[src/design/crf_pkg.sv]
// Package: shared constants and types for the core register/flag/stack block
package crf_pkg;
    // --------------------------------------------------------------
    // Widths and sizes
    // --------------------------------------------------------------
    localparam int DATA_W = 8;
    localparam int PC_W = 12;
    localparam int STACK_DEPTH = 6;
    localparam int DEPTH_W = 3;

    // --------------------------------------------------------------
    // Data-space addresses
    // --------------------------------------------------------------
    localparam logic [7:0] ADDR_PTR_ONE = 8'h80;
    localparam logic [7:0] ADDR_PTR_TWO = 8'h81;
    localparam logic [7:0] ADDR_SHORT_ONE = 8'h82;
    localparam logic [7:0] ADDR_SHORT_SECOND = 8'h83;
    localparam logic [7:0] ADDR_SUM_REG = 8'hff;

    // --------------------------------------------------------------
    // Reset values, counter step and depth limit
    // --------------------------------------------------------------
    localparam logic [7:0] REG_RESET = 8'h00;
    localparam logic [11:0] PC_RESET = 12'hffe;
    localparam logic [11:0] PC_ONE = 12'h001;
    localparam logic [11:0] STACK_RESET = 12'h000;
    localparam logic [2:0] DEPTH_MAX = 3'h6;

    // --------------------------------------------------------------
    // Types
    // --------------------------------------------------------------
    typedef enum logic [3:0] {
        PC_HOLD, PC_INC, PC_JUMP, PC_CALL, PC_REL, PC_IRQ, PC_NMI, PC_SUB_EXIT, PC_IRQ_EXIT
    } crf_pc_op_t;

    typedef enum logic [1:0] {
        ALU_ARITH, ALU_LOGIC, ALU_BIT_TEST, ALU_ROTL
    } crf_alu_kind_t;

    typedef enum logic [1:0] {
        CTX_MAIN, CTX_IRQ, CTX_NMI
    } crf_ctx_t;

    typedef struct packed {
        logic valid;
        crf_alu_kind_t kind;
        logic [7:0] result;
        logic carry;
        logic bit_value;
    } crf_alu_t;

    typedef struct packed {
        logic wr;
        logic rd;
        logic [7:0] addr;
        logic [7:0] wdata;
    } crf_ds_req_t;
endpackage

[src/design/crf_core_regs.sv]
// Core architectural state: data registers, program counter, flags, return stack
`timescale 1ns/1ps
// Functional notes
// (RL1) 8-bit accumulator, also read/write in data space at ffh.
// (RL2) Indirect pointers live in data space at 80h and 81h.
// (RL3) Short-direct registers live in data space at 82h and 83h.
// (RL4) Program counter is 12 bits, reaching 4096 program bytes.
// (RL5) Counter advances after fetch; ordinary step adds one.
// (RL6) Jump/call load target, interrupt/reset load vector, returns load popped value.
// (RL7) Relative branch adds signed offset to counter.
// (RL8) Three carry/zero pairs, one per context; only active pair used.
// (RL9) Entering irq or nmi switches pair; irq exit restores previous.
// (RL10) Pairs keep their values across switches, each reached only in context.
// (RL11) Carry follows arithmetic carry/borrow and takes part in rotate-left.
// (RL12) Bit test copies tested bit into active carry.
// (RL13) Zero set when last arithmetic/logic result is zero, else cleared.
// (RL14) Reset enters nmi context, nmi pair active.
// (RL15) Six-level 12-bit return stack, no visible pointer.
// (RL16) Push shifts levels deeper, counter to first, sixth lost.
// (RL17) Return pops first level to counter, others shift up.
// (RL18) Over-deep nesting keeps stack full, earliest address lost.
// (RL19) Return on empty stack keeps stack, continues sequentially.
// (RL20) Call pushes the incremented counter so return resumes after call.
module crf_core_regs #(
    parameter logic [11:0] RESET_PC = crf_pkg::PC_RESET
) (
    input wire logic i_ref_clk,                       // 100 MHz core clock
    input wire logic i_rstn,                          // Async reset, low
    input crf_pkg::crf_ds_req_t i_ds,                 // Data-space access
    input crf_pkg::crf_pc_op_t i_pc_op,               // Counter update source
    input wire logic [crf_pkg::PC_W-1:0] i_target,    // Jump/call target or vector
    input wire logic [crf_pkg::DATA_W-1:0] i_rel_off, // Signed branch offset
    input crf_pkg::crf_alu_t i_alu,                   // ALU result and flags
    output logic [crf_pkg::DATA_W-1:0] o_ds_rdata,    // Read data
    output logic o_ds_hit,                            // Read hit a mapped register
    output logic [crf_pkg::DATA_W-1:0] o_sum_reg,     // Accumulator
    output logic [crf_pkg::DATA_W-1:0] o_ptr_one,     // First pointer
    output logic [crf_pkg::DATA_W-1:0] o_ptr_two,     // Second pointer
    output logic [crf_pkg::DATA_W-1:0] o_short_one,   // First short-direct reg
    output logic [crf_pkg::DATA_W-1:0] o_short_second,// Second short-direct reg
    output logic [crf_pkg::PC_W-1:0] o_instr_pointer, // Program counter
    output crf_pkg::crf_ctx_t o_ctx,                  // Active context
    output logic o_carry,                             // Active carry
    output logic o_zero                               // Active zero
);
    // ------------------------------------------------------------
    // Data-space registers
    // ------------------------------------------------------------
    logic [7:0] sum_reg;
    logic [7:0] ptr_one;
    logic [7:0] ptr_two;
    logic [7:0] short_one;
    logic [7:0] short_second;
    logic [7:0] next_sum_reg;
    logic [7:0] next_ptr_one;
    logic [7:0] next_ptr_two;
    logic [7:0] next_short_one;
    logic [7:0] next_short_second;
    logic [7:0] ds_rdata;
    logic [7:0] next_ds_rdata;
    logic ds_hit;
    logic next_ds_hit;
    always_comb begin
        next_sum_reg = sum_reg;
        next_ptr_one = ptr_one;
        next_ptr_two = ptr_two;
        next_short_one = short_one;
        next_short_second = short_second;
        next_ds_rdata = 8'h00;
        next_ds_hit = 1'b0;
        if (i_ds.wr) begin
            unique case (i_ds.addr)
                crf_pkg::ADDR_SUM_REG: next_sum_reg = i_ds.wdata; // [RL1]
                crf_pkg::ADDR_PTR_ONE: next_ptr_one = i_ds.wdata; // [RL2]
                crf_pkg::ADDR_PTR_TWO: next_ptr_two = i_ds.wdata; // [RL2]
                crf_pkg::ADDR_SHORT_ONE: next_short_one = i_ds.wdata; // [RL3]
                crf_pkg::ADDR_SHORT_SECOND: next_short_second = i_ds.wdata; // [RL3]
                default: next_sum_reg = sum_reg;
            endcase
        end
        if (i_ds.rd) begin
            next_ds_hit = 1'b1;
            unique case (i_ds.addr)
                crf_pkg::ADDR_SUM_REG: next_ds_rdata = sum_reg; // [RL1]
                crf_pkg::ADDR_PTR_ONE: next_ds_rdata = ptr_one; // [RL2]
                crf_pkg::ADDR_PTR_TWO: next_ds_rdata = ptr_two;
                crf_pkg::ADDR_SHORT_ONE: next_ds_rdata = short_one; // [RL3]
                crf_pkg::ADDR_SHORT_SECOND: next_ds_rdata = short_second;
                default: next_ds_hit = 1'b0;
            endcase
        end
    end

    always_ff @(posedge i_ref_clk or negedge i_rstn) begin
        if (!i_rstn) begin
            sum_reg <= crf_pkg::REG_RESET;
            ptr_one <= crf_pkg::REG_RESET;
            ptr_two <= crf_pkg::REG_RESET;
            short_one <= crf_pkg::REG_RESET;
            short_second <= crf_pkg::REG_RESET;
            ds_rdata <= crf_pkg::REG_RESET;
            ds_hit <= 1'b0;
        end else begin
            sum_reg <= next_sum_reg;
            ptr_one <= next_ptr_one;
            ptr_two <= next_ptr_two;
            short_one <= next_short_one;
            short_second <= next_short_second;
            ds_rdata <= next_ds_rdata;
            ds_hit <= next_ds_hit;
        end
    end

    // ------------------------------------------------------------
    // Program counter and return stack
    // ------------------------------------------------------------
    logic [11:0] instr_pointer;
    logic [11:0] next_instr_pointer;
    logic push;
    logic pop;
    logic [11:0] push_val;
    logic [11:0] stack_top;
    logic stack_empty;
    logic [11:0] rel_ext;
    assign rel_ext = {{4{i_rel_off[7]}}, i_rel_off};
    always_comb begin
        next_instr_pointer = instr_pointer;
        push = 1'b0;
        pop = 1'b0;
        push_val = instr_pointer;
        unique case (i_pc_op)
            crf_pkg::PC_HOLD: next_instr_pointer = instr_pointer;
            crf_pkg::PC_INC: next_instr_pointer = instr_pointer + crf_pkg::PC_ONE; // [RL5]
            crf_pkg::PC_JUMP: next_instr_pointer = i_target; // [RL6]
            crf_pkg::PC_CALL: begin
                next_instr_pointer = i_target; // [RL6]
                push = 1'b1;
                push_val = instr_pointer + crf_pkg::PC_ONE; // [RL20]
            end
            crf_pkg::PC_REL: next_instr_pointer = instr_pointer + rel_ext; // [RL7]
            crf_pkg::PC_IRQ, crf_pkg::PC_NMI: begin
                next_instr_pointer = i_target; // [RL6]
                push = 1'b1; // [RL16]
            end
            crf_pkg::PC_SUB_EXIT, crf_pkg::PC_IRQ_EXIT: begin
                pop = 1'b1; // [RL17]
                // Empty stack: fall through to the next instruction
                next_instr_pointer = stack_empty ? instr_pointer + crf_pkg::PC_ONE : stack_top; // [RL19]
            end
            default: next_instr_pointer = instr_pointer;
        endcase
    end

    always_ff @(posedge i_ref_clk or negedge i_rstn) begin
        if (!i_rstn) begin
            instr_pointer <= RESET_PC; // [RL6]
        end else begin
            instr_pointer <= next_instr_pointer; // [RL4]
        end
    end

    crf_stack #(
        .DEPTH(crf_pkg::STACK_DEPTH)
    ) u_stack (
        .i_ref_clk(i_ref_clk),
        .i_rstn(i_rstn),
        .i_push(push),
        .i_pop(pop),
        .i_push_val(push_val), // [RL15]
        .o_top(stack_top),
        .o_empty(stack_empty),
        .o_depth()
    );

    // ------------------------------------------------------------
    // Context and flags
    // ------------------------------------------------------------
    crf_pkg::crf_ctx_t ctx;
    crf_pkg::crf_ctx_t next_ctx;
    crf_pkg::crf_ctx_t ctx_before_nmi;
    crf_pkg::crf_ctx_t next_ctx_before_nmi;
    logic carry_we;
    logic carry_val;
    logic zero_we;
    logic carry_next;
    logic zero_next;
    logic carry_q;
    logic zero_q;
    // One saved context suffices: only nmi can nest over irq
    always_comb begin
        next_ctx = ctx;
        next_ctx_before_nmi = ctx_before_nmi;
        unique case (i_pc_op)
            crf_pkg::PC_IRQ: next_ctx = crf_pkg::CTX_IRQ; // [RL9]
            crf_pkg::PC_NMI: begin
                next_ctx = crf_pkg::CTX_NMI; // [RL9]
                next_ctx_before_nmi = ctx;
            end
            crf_pkg::PC_IRQ_EXIT: begin
                next_ctx = (ctx == crf_pkg::CTX_NMI) ? ctx_before_nmi : crf_pkg::CTX_MAIN; // [RL9]
            end
            default: next_ctx = ctx;
        endcase
    end

    always_ff @(posedge i_ref_clk or negedge i_rstn) begin
        if (!i_rstn) begin
            ctx <= crf_pkg::CTX_NMI; // [RL14]
            ctx_before_nmi <= crf_pkg::CTX_MAIN;
        end else begin
            ctx <= next_ctx;
            ctx_before_nmi <= next_ctx_before_nmi;
        end
    end

    always_comb begin
        carry_we = 1'b0;
        carry_val = i_alu.carry;
        zero_we = 1'b0;
        if (i_alu.valid) begin
            unique case (i_alu.kind)
                crf_pkg::ALU_ARITH: begin
                    carry_we = 1'b1; // [RL11]
                    zero_we = 1'b1; // [RL13]
                end
                crf_pkg::ALU_LOGIC: zero_we = 1'b1; // [RL13]
                crf_pkg::ALU_BIT_TEST: begin
                    carry_we = 1'b1;
                    carry_val = i_alu.bit_value; // [RL12]
                end
                crf_pkg::ALU_ROTL: carry_we = 1'b1; // [RL11]
                default: carry_we = 1'b0;
            endcase
        end
    end

    // Updates hit the current pair; outputs follow the pair active after the edge
    crf_flags u_flags (
        .i_ref_clk(i_ref_clk),
        .i_rstn(i_rstn),
        .i_ctx(ctx), // [RL8]
        .i_ctx_next(next_ctx), // [RL9]
        .i_carry_we(carry_we),
        .i_carry_val(carry_val),
        .i_zero_we(zero_we),
        .i_zero_val(i_alu.result == 8'h00),
        .o_carry_next(carry_next),
        .o_zero_next(zero_next)
    );
    always_ff @(posedge i_ref_clk or negedge i_rstn) begin
        if (!i_rstn) begin
            carry_q <= 1'b0;
            zero_q <= 1'b0;
        end else begin
            carry_q <= carry_next;
            zero_q <= zero_next;
        end
    end

    // ------------------------------------------------------------
    // Outputs
    // ------------------------------------------------------------
    assign o_ds_rdata = ds_rdata;
    assign o_ds_hit = ds_hit;
    assign o_sum_reg = sum_reg;
    assign o_ptr_one = ptr_one;
    assign o_ptr_two = ptr_two;
    assign o_short_one = short_one;
    assign o_short_second = short_second;
    assign o_instr_pointer = instr_pointer;
    assign o_ctx = ctx;
    assign o_carry = carry_q;
    assign o_zero = zero_q;

    // ------------------------------------------------------------
    // Checks
    // ------------------------------------------------------------
    logic after_rst;
    always_ff @(posedge i_ref_clk or negedge i_rstn) begin
        if (!i_rstn) begin
            after_rst <= 1'b1;
        end else begin
            after_rst <= 1'b0;
        end
    end
    property p_acc_write;
        @(posedge i_ref_clk) disable iff (!i_rstn)
        (i_ds.wr && i_ds.addr == crf_pkg::ADDR_SUM_REG) ##1 (i_ds.rd && i_ds.addr == crf_pkg::ADDR_SUM_REG)
            |=> o_ds_hit && (o_ds_rdata == $past(i_ds.wdata, 2));
    endproperty
    a_acc_write: assert property (p_acc_write) else $error("Accumulator readback mismatch"); // [RL1]
    property p_ptr_write;
        @(posedge i_ref_clk) disable iff (!i_rstn)
        (i_ds.wr && i_ds.addr == crf_pkg::ADDR_PTR_TWO) |=> (o_ptr_two == $past(i_ds.wdata)) && $stable(o_ptr_one);
    endproperty
    a_ptr_write: assert property (p_ptr_write) else $error("Pointer write wrong"); // [RL2]
    property p_short_write;
        @(posedge i_ref_clk) disable iff (!i_rstn)
        (i_ds.wr && i_ds.addr == crf_pkg::ADDR_SHORT_SECOND) |=> (o_short_second == $past(i_ds.wdata));
    endproperty
    a_short_write: assert property (p_short_write) else $error("Short-direct write wrong"); // [RL3]
    property p_pc_inc;
        @(posedge i_ref_clk) disable iff (!i_rstn)
        (i_pc_op == crf_pkg::PC_INC) |=> (o_instr_pointer == $past(o_instr_pointer) + crf_pkg::PC_ONE);
    endproperty
    a_pc_inc: assert property (p_pc_inc) else $error("Counter did not step by one"); // [RL5]
    property p_call_ret;
        @(posedge i_ref_clk) disable iff (!i_rstn)
        (i_pc_op == crf_pkg::PC_CALL) ##1 (i_pc_op == crf_pkg::PC_SUB_EXIT)
            |=> (o_instr_pointer == $past(o_instr_pointer, 2) + crf_pkg::PC_ONE);
    endproperty
    a_call_ret: assert property (p_call_ret) else $error("Return did not resume after call"); // [RL20]
    property p_rel;
        @(posedge i_ref_clk) disable iff (!i_rstn)
        (i_pc_op == crf_pkg::PC_REL) |=> (o_instr_pointer == $past(o_instr_pointer) + $past(rel_ext));
    endproperty
    a_rel: assert property (p_rel) else $error("Relative branch sum wrong"); // [RL7]
    property p_reset_nmi;
        @(posedge i_ref_clk) disable iff (!i_rstn)
        after_rst |-> (o_ctx == crf_pkg::CTX_NMI) && (o_instr_pointer == RESET_PC);
    endproperty
    a_reset_nmi: assert property (p_reset_nmi) else $error("Not in nmi context after reset"); // [RL14]
    property p_zero;
        @(posedge i_ref_clk) disable iff (!i_rstn)
        (i_alu.valid && i_alu.kind == crf_pkg::ALU_LOGIC && next_ctx == ctx) |=> (o_zero == ($past(i_alu.result) == 8'h00));
    endproperty
    a_zero: assert property (p_zero) else $error("Zero flag wrong"); // [RL13]
    property p_bit_test;
        @(posedge i_ref_clk) disable iff (!i_rstn)
        (i_alu.valid && i_alu.kind == crf_pkg::ALU_BIT_TEST && next_ctx == ctx) |=> (o_carry == $past(i_alu.bit_value));
    endproperty
    a_bit_test: assert property (p_bit_test) else $error("Bit test carry wrong"); // [RL12]
    property p_irq_ctx;
        @(posedge i_ref_clk) disable iff (!i_rstn)
        (i_pc_op == crf_pkg::PC_IRQ && o_ctx == crf_pkg::CTX_MAIN) ##1 (i_pc_op == crf_pkg::PC_IRQ_EXIT)
            |=> (o_ctx == crf_pkg::CTX_MAIN);
    endproperty
    a_irq_ctx: assert property (p_irq_ctx) else $error("Irq exit did not restore context"); // [RL9]
endmodule

[src/design/crf_stack.sv]
// Six-level hardware return stack with saturating depth
`timescale 1ns/1ps
module crf_stack #(
    parameter int DEPTH = crf_pkg::STACK_DEPTH
) (
    input wire logic i_ref_clk,                       // Core clock
    input wire logic i_rstn,                          // Async reset, low
    input wire logic i_push,                          // Push request
    input wire logic i_pop,                           // Pop request
    input wire logic [crf_pkg::PC_W-1:0] i_push_val,  // Value to push
    output logic [crf_pkg::PC_W-1:0] o_top,           // First level
    output logic o_empty,                             // No saved entry
    output logic [crf_pkg::DEPTH_W-1:0] o_depth       // Entries held
);
    logic [crf_pkg::PC_W-1:0] level [DEPTH];
    logic [crf_pkg::PC_W-1:0] next_level [DEPTH];
    logic [crf_pkg::DEPTH_W-1:0] depth;
    logic [crf_pkg::DEPTH_W-1:0] next_depth;

    // ------------------------------------------------------------
    // Level shifting
    // ------------------------------------------------------------
    genvar g;
    generate
        for (g = 0; g < DEPTH; g++) begin : g_lvl
            always_comb begin
                next_level[g] = level[g];
                if (i_push) begin
                    next_level[g] = (g == 0) ? i_push_val : level[(g == 0) ? 0 : g - 1]; // [RL16]
                end else if (i_pop && depth != '0) begin
                    next_level[g] = (g == DEPTH - 1) ? crf_pkg::STACK_RESET
                                                     : level[(g == DEPTH - 1) ? g : g + 1]; // [RL17]
                end
            end
            always_ff @(posedge i_ref_clk or negedge i_rstn) begin
                if (!i_rstn) begin
                    level[g] <= crf_pkg::STACK_RESET;
                end else begin
                    level[g] <= next_level[g];
                end
            end
        end
    endgenerate

    // Oldest entry falls off; depth saturates
    always_comb begin
        next_depth = depth;
        if (i_push && depth != crf_pkg::DEPTH_MAX) begin
            next_depth = depth + 3'h1; // [RL18]
        end else if (i_pop && !i_push && depth != '0) begin
            next_depth = depth - 3'h1; // [RL19]
        end
    end

    always_ff @(posedge i_ref_clk or negedge i_rstn) begin
        if (!i_rstn) begin
            depth <= '0;
        end else begin
            depth <= next_depth;
        end
    end

    assign o_top = level[0];
    assign o_empty = (depth == '0);
    assign o_depth = depth;

    property p_stack_full;
        @(posedge i_ref_clk) disable iff (!i_rstn)
        (i_push && depth == crf_pkg::DEPTH_MAX) |=> (depth == crf_pkg::DEPTH_MAX) && (level[0] == $past(i_push_val));
    endproperty
    a_stack_full: assert property (p_stack_full) else $error("Stack depth left saturation"); // [RL18]

    property p_stack_empty_pop;
        @(posedge i_ref_clk) disable iff (!i_rstn)
        (i_pop && !i_push && depth == '0) |=> (depth == '0);
    endproperty
    a_stack_empty_pop: assert property (p_stack_empty_pop) else $error("Empty pop moved stack"); // [RL19]
endmodule

[src/design/crf_flags.sv]
// Three context-banked carry/zero flag pairs
`timescale 1ns/1ps
module crf_flags (
    input wire logic i_ref_clk,          // Core clock
    input wire logic i_rstn,             // Async reset, low
    input crf_pkg::crf_ctx_t i_ctx,      // Active context
    input crf_pkg::crf_ctx_t i_ctx_next, // Context after this edge
    input wire logic i_carry_we,         // Update carry
    input wire logic i_carry_val,        // New carry
    input wire logic i_zero_we,          // Update zero
    input wire logic i_zero_val,         // New zero
    output logic o_carry_next,           // Next carry of active pair
    output logic o_zero_next             // Next zero of active pair
);
    logic [2:0] carry;
    logic [2:0] zero;
    logic [2:0] next_carry;
    logic [2:0] next_zero;

    // ------------------------------------------------------------
    // One pair per context, only the active one written
    // ------------------------------------------------------------
    genvar g;
    generate
        for (g = 0; g < 3; g++) begin : g_pair
            always_comb begin
                next_carry[g] = carry[g];
                next_zero[g] = zero[g];
                if (int'(i_ctx) == g) begin // [RL8]
                    if (i_carry_we) begin
                        next_carry[g] = i_carry_val;
                    end
                    if (i_zero_we) begin
                        next_zero[g] = i_zero_val;
                    end
                end
            end
        end
    endgenerate

    // No clear on context change, pairs simply retained
    always_ff @(posedge i_ref_clk or negedge i_rstn) begin
        if (!i_rstn) begin
            carry <= 3'h0;
            zero <= 3'h0;
        end else begin
            carry <= next_carry; // [RL10]
            zero <= next_zero;
        end
    end

    // Read through the next context so a switch shows the new pair at once
    assign o_carry_next = next_carry[i_ctx_next]; // [RL9]
    assign o_zero_next = next_zero[i_ctx_next];

    property p_pair_kept;
        @(posedge i_ref_clk) disable iff (!i_rstn)
        (i_ctx != crf_pkg::CTX_MAIN) |=> (carry[0] == $past(carry[0])) && (zero[0] == $past(zero[0]));
    endproperty
    a_pair_kept: assert property (p_pair_kept) else $error("Main flags changed outside main"); // [RL10]
endmodule

[config.mk]
export PLATFORM = sky130hd
export DESIGN_NAME = crf_core_regs
export DESIGN_NICKNAME = d
export VERILOG_FILES = /design/src/design/crf_pkg.sv /design/src/design/crf_core_regs.sv /design/src/design/crf_stack.sv /design/src/design/crf_flags.sv
export SDC_FILE = /design/constraint.sdc
export NUM_CORES = 1
export LEC_CHECK = 0
export ABC_AREA = 1
export ABC_CLOCK_PERIOD_IN_PS = 2050
export BUFFER_PORTS_ARGS = -buffer_cell sky130_fd_sc_hd__buf_2
export CAP_MARGIN = 20
export CORE_ASPECT_RATIO = 1.4
export CORE_MARGIN = 3
export CORE_UTILIZATION = 58
export CTS_CLUSTER_SIZE = 28
export DETAILED_ROUTE_END_ITERATION = 10
export PLACE_DENSITY = 0.87
export SKIP_LAST_GASP = 1
export SLEW_MARGIN = 30
export SYNTH_ARGS = -nofsm -noshare
export SYNTH_HDL_FRONTEND = slang
export SYNTH_HIERARCHICAL = 1
export SYNTH_SLANG_ARGS = --single-unit
[constraint.sdc]
create_clock -name i_ref_clk -period 2.05 [get_ports i_ref_clk]
set_clock_uncertainty 0.05 [all_clocks]
set_input_delay 0.41 -clock i_ref_clk [delete_from_list [all_inputs] [get_ports i_ref_clk]]
set_output_delay 0.41 -clock i_ref_clk [all_outputs]
set_load 0.01 [all_outputs]
==> flow_summary.ini <==
[timing]
final.period_utilization_pct = 94.0
hold_viol = 0
maxSlewViolCount = 0
post-route-min-period_ps = 1930
slew_headroom_pct = 67.9
max_freq_ghz = 0.519
rsz0062_at_grt = yes
final.setup.tns_ps = 0
worstMarginPinSlew_ps = 480
setup_viol_count_final = 0

[cts]
cts_root_buf = clkbuf_16
insertion_delay_ps = 420
cts_tree = yes
clock_path_buffers = 2
htree_num_levels = 4
clk_pin_slew_ps = 70
clock-sinks = 148
cts_buffers = 17

[place]
io_buffers = 121
place_area_mm2 = 0.00937
gp_congestion = 0.935
place.detailed.hpwl_um = 15500

[cells_and_area]
drive_gt1_share_pct = 22.0
diodes = 0
top_register = u_stack/level
largest_reg_flops = 60
area_delta_synth_final_pct = 18.5
final_nets = 1300
design_area_mm2 = 0.0100
post-route-util_pct = 71.0
fill_cells = 1043

[floorplanning]
fp.coreArea_mm2 = 0.0141
die_x_um = 108
dieArea_mm2 = 0.0161
initial_core_util_pct = 59.9
rows = 51
die_y_um = 149
io_pins = 122

[critical_path]
r2r_cells = 11
crit_type = reg2reg
crit_start = o_instr_pointer[1]$_DFFE_PN1P_
r2r_slack_ps = 120
required_ps = 2350
crit_end = o_instr_pointer[10]$_DFFE_PN1P_
startpoint_type = flop
worstSetupEndpointType = flop
crit_arrival_ps = 2220
critPathMaxFanout = 4
reg2reg_to = o_instr_pointer[10]$_DFFE_PN1P_
rr_startpoint = o_instr_pointer[1]$_DFFE_PN1P_

[logic_synthesis]
syn_inst = 1095
synth_area_per_cell_um2 = 7.71
synth_ff_type = dfrtp_1
ys_warn_count = 6
muxShareOfSynthArea_pct = 0.119
synth_seq_cells = 148
synth_common_cells = nand2_1 (348), nand3_1 (165), dfrtp_1 (136)
synth_fa_ha_area_share_pct = 2.25
yosysMostFrequentCell = nand2_1
synth_area_leader_cell = dfrtp_1
synth_fp_nets = 1166
yosys.area_share.simple_pct = 33.6
synth_async_sr_flop_share_pct = 100
synth_top_area_share_pct = 40.3
synth_compound_area_share_pct = 9.78
synth_area_leaders = dfrtp_1 (40%), nand2_1 (15%), nand3_1 (9.8%)
yosys.cell_types.count = 44
synth_top_family_by_area = simple AND/OR/NAND/NOR gates
ys_seq_area_share_pct = 44.0
syn_area_mm2 = 0.00844
synth-xor-area-share_pct = 1.04
synth_edf_count = 0

[run]
maxCapViolations = 0

[power]
leakage_nw = 5.14
worst_ir_drop_vdd_mv = 0.687
power_density_mw_per_mm2 = 1130

[route]
ant_nets = 0
wl_um = 22200
wl_per_cell_um = 15.6
drt_first_pass_iters = 5
vias = 8098
drc = 0
vias_per_cell = 5.68
drt_iter0_drc = 605

[global_routing]
grt_pass1_vias = 8089
grt_max_degree = 42
antenna_found_initial = 0
grt_first_pass_wirelength_um = 37500
grt_usage_pct = 28.8
grt_overflow = 0

[min_path]
hp-class = in2reg
min-delay-start = i_ds[5]

[outcome]
run_status = completed
cell type report:
type | count | area [um2] | share of cell area, %
timing repair buffer | 166 | 1070 | 10.7
multi-input combinational | 786 | 4010 | 40.1
inverter | 110 | 415 | 4.15
tap | 185 | 231 | 2.31
sequential | 148 | 3720 | 37.2
clock inverter | 12 | 131 | 1.31
clock buffer | 19 | 433 | 4.33
power breakdown:
group | internal, mW | switching (mW)
logic | 1.43 | 2.22
clock network | 1.79 | 1.25
registers | 3.84 | 0.762
total | 7.06 | 4.23
critical path: stages (launching register included):
cell and delay (ps):
dfstp_2 560, inv_1 80, fa_1 390, inv_1 120, buf_4 150, nand3_1 100
nand3_1 100, nand2_1 50, nand3_1 80, nand2_1 60, nand2_1 60, nand2_1 50
cell families (layout without fill, tap and decap cells):
logic type               after synthesis  count (layout)
AO/OA/AOI/OAI                        136             136
XOR/XNOR                              10              10
multiplexers                           1               1
AND/OR/NAND/NOR                      625             625
flip-flops                           148             148
buffers and inverters                161             307
adder cells (fa/ha/maj)               14              14
repair_timing:
| action | 4_1_cts | 5_1_grt |
|---|---|---|
| hold buffers | 1 | 0 |
| endpoints found under the setup margin | 0 | 7 |
| buffers inserted | 0 | 2 |
| gates resized for setup | 0 | 9 |
| hold endpoints to repair | 35 | 0 |
layer usage:
layer	share of wire [%]	vias to the layer above	track usage [%]	wire length, um
met3	5.8	95	4.81	1290
met5	0	-	0	0
met4	5.1	0	15.9	1130
met1	38	3801	34.5	8490
met2	51	375	49.1	11300
li1	-	3827	-	-
cell usage in the layout, fill, tap and decap left out, types with 3 or more instances in the layout:
| master | count |
|---|---|
| inv_2 | 5 |
| clkbuf_16 | 17 |
| nand4_1 | 9 |
| nand2_1 | 345 |
| inv_1 | 102 |
| nor2_1 | 55 |
| nor2_4 | 5 |
| nand3_2 | 5 |
| buf_2 | 120 |
| clkinv_2 | 4 |
| nor3b_1 | 3 |
| nand3_1 | 164 |
| o22ai_1 | 12 |
| o211ai_1 | 14 |
| dfrtp_1 | 136 |
| nor2_2 | 4 |
| xor2_1 | 7 |
| nand2_4 | 5 |
| clkinv_4 | 3 |
| o21a_1 | 6 |
| buf_12 | 9 |
| o21ai_0 | 43 |
| o21ai_1 | 24 |
| buf_4 | 34 |
| nor3_4 | 3 |
| nand2_2 | 13 |
| o21ai_2 | 18 |
| nand3b_1 | 3 |
| a21oi_1 | 16 |
| ha_1 | 11 |
| dfstp_2 | 12 |
how the worst min path moves through the flow:
stage / cells after the start / slack (ps) / to
floorplan: 0 / 60 / ctx_before_nmi[0]$_DFFE_PN0P_
global placement: 1 / 310 / o_ds_hit$_DFF_PN0_
detailed placement: 1 / 310 / o_ds_rdata[5]$_DFF_PN0_
CTS: 3 / 160 / o_sum_reg[5]$_DFFE_PN0P_
global route: 3 / 180 / o_instr_pointer[1]$_DFFE_PN1P_
finish: 3 / 170 / o_sum_reg[5]$_DFFE_PN0P_
through the flow:
step	instances	hold slack, ps	worst slack [ps]	total power [mW]
floorplan	1095	64.4	21.8	7.00
global placement	1392	309	114	7.85
detailed placement	1392	314	-3.49	8.03
CTS	1424	161	95.4	11.2
global route	1426	181	-35.2	12.0
finish	1426	166	124	11.3
(Power assumes the default switching activity.)
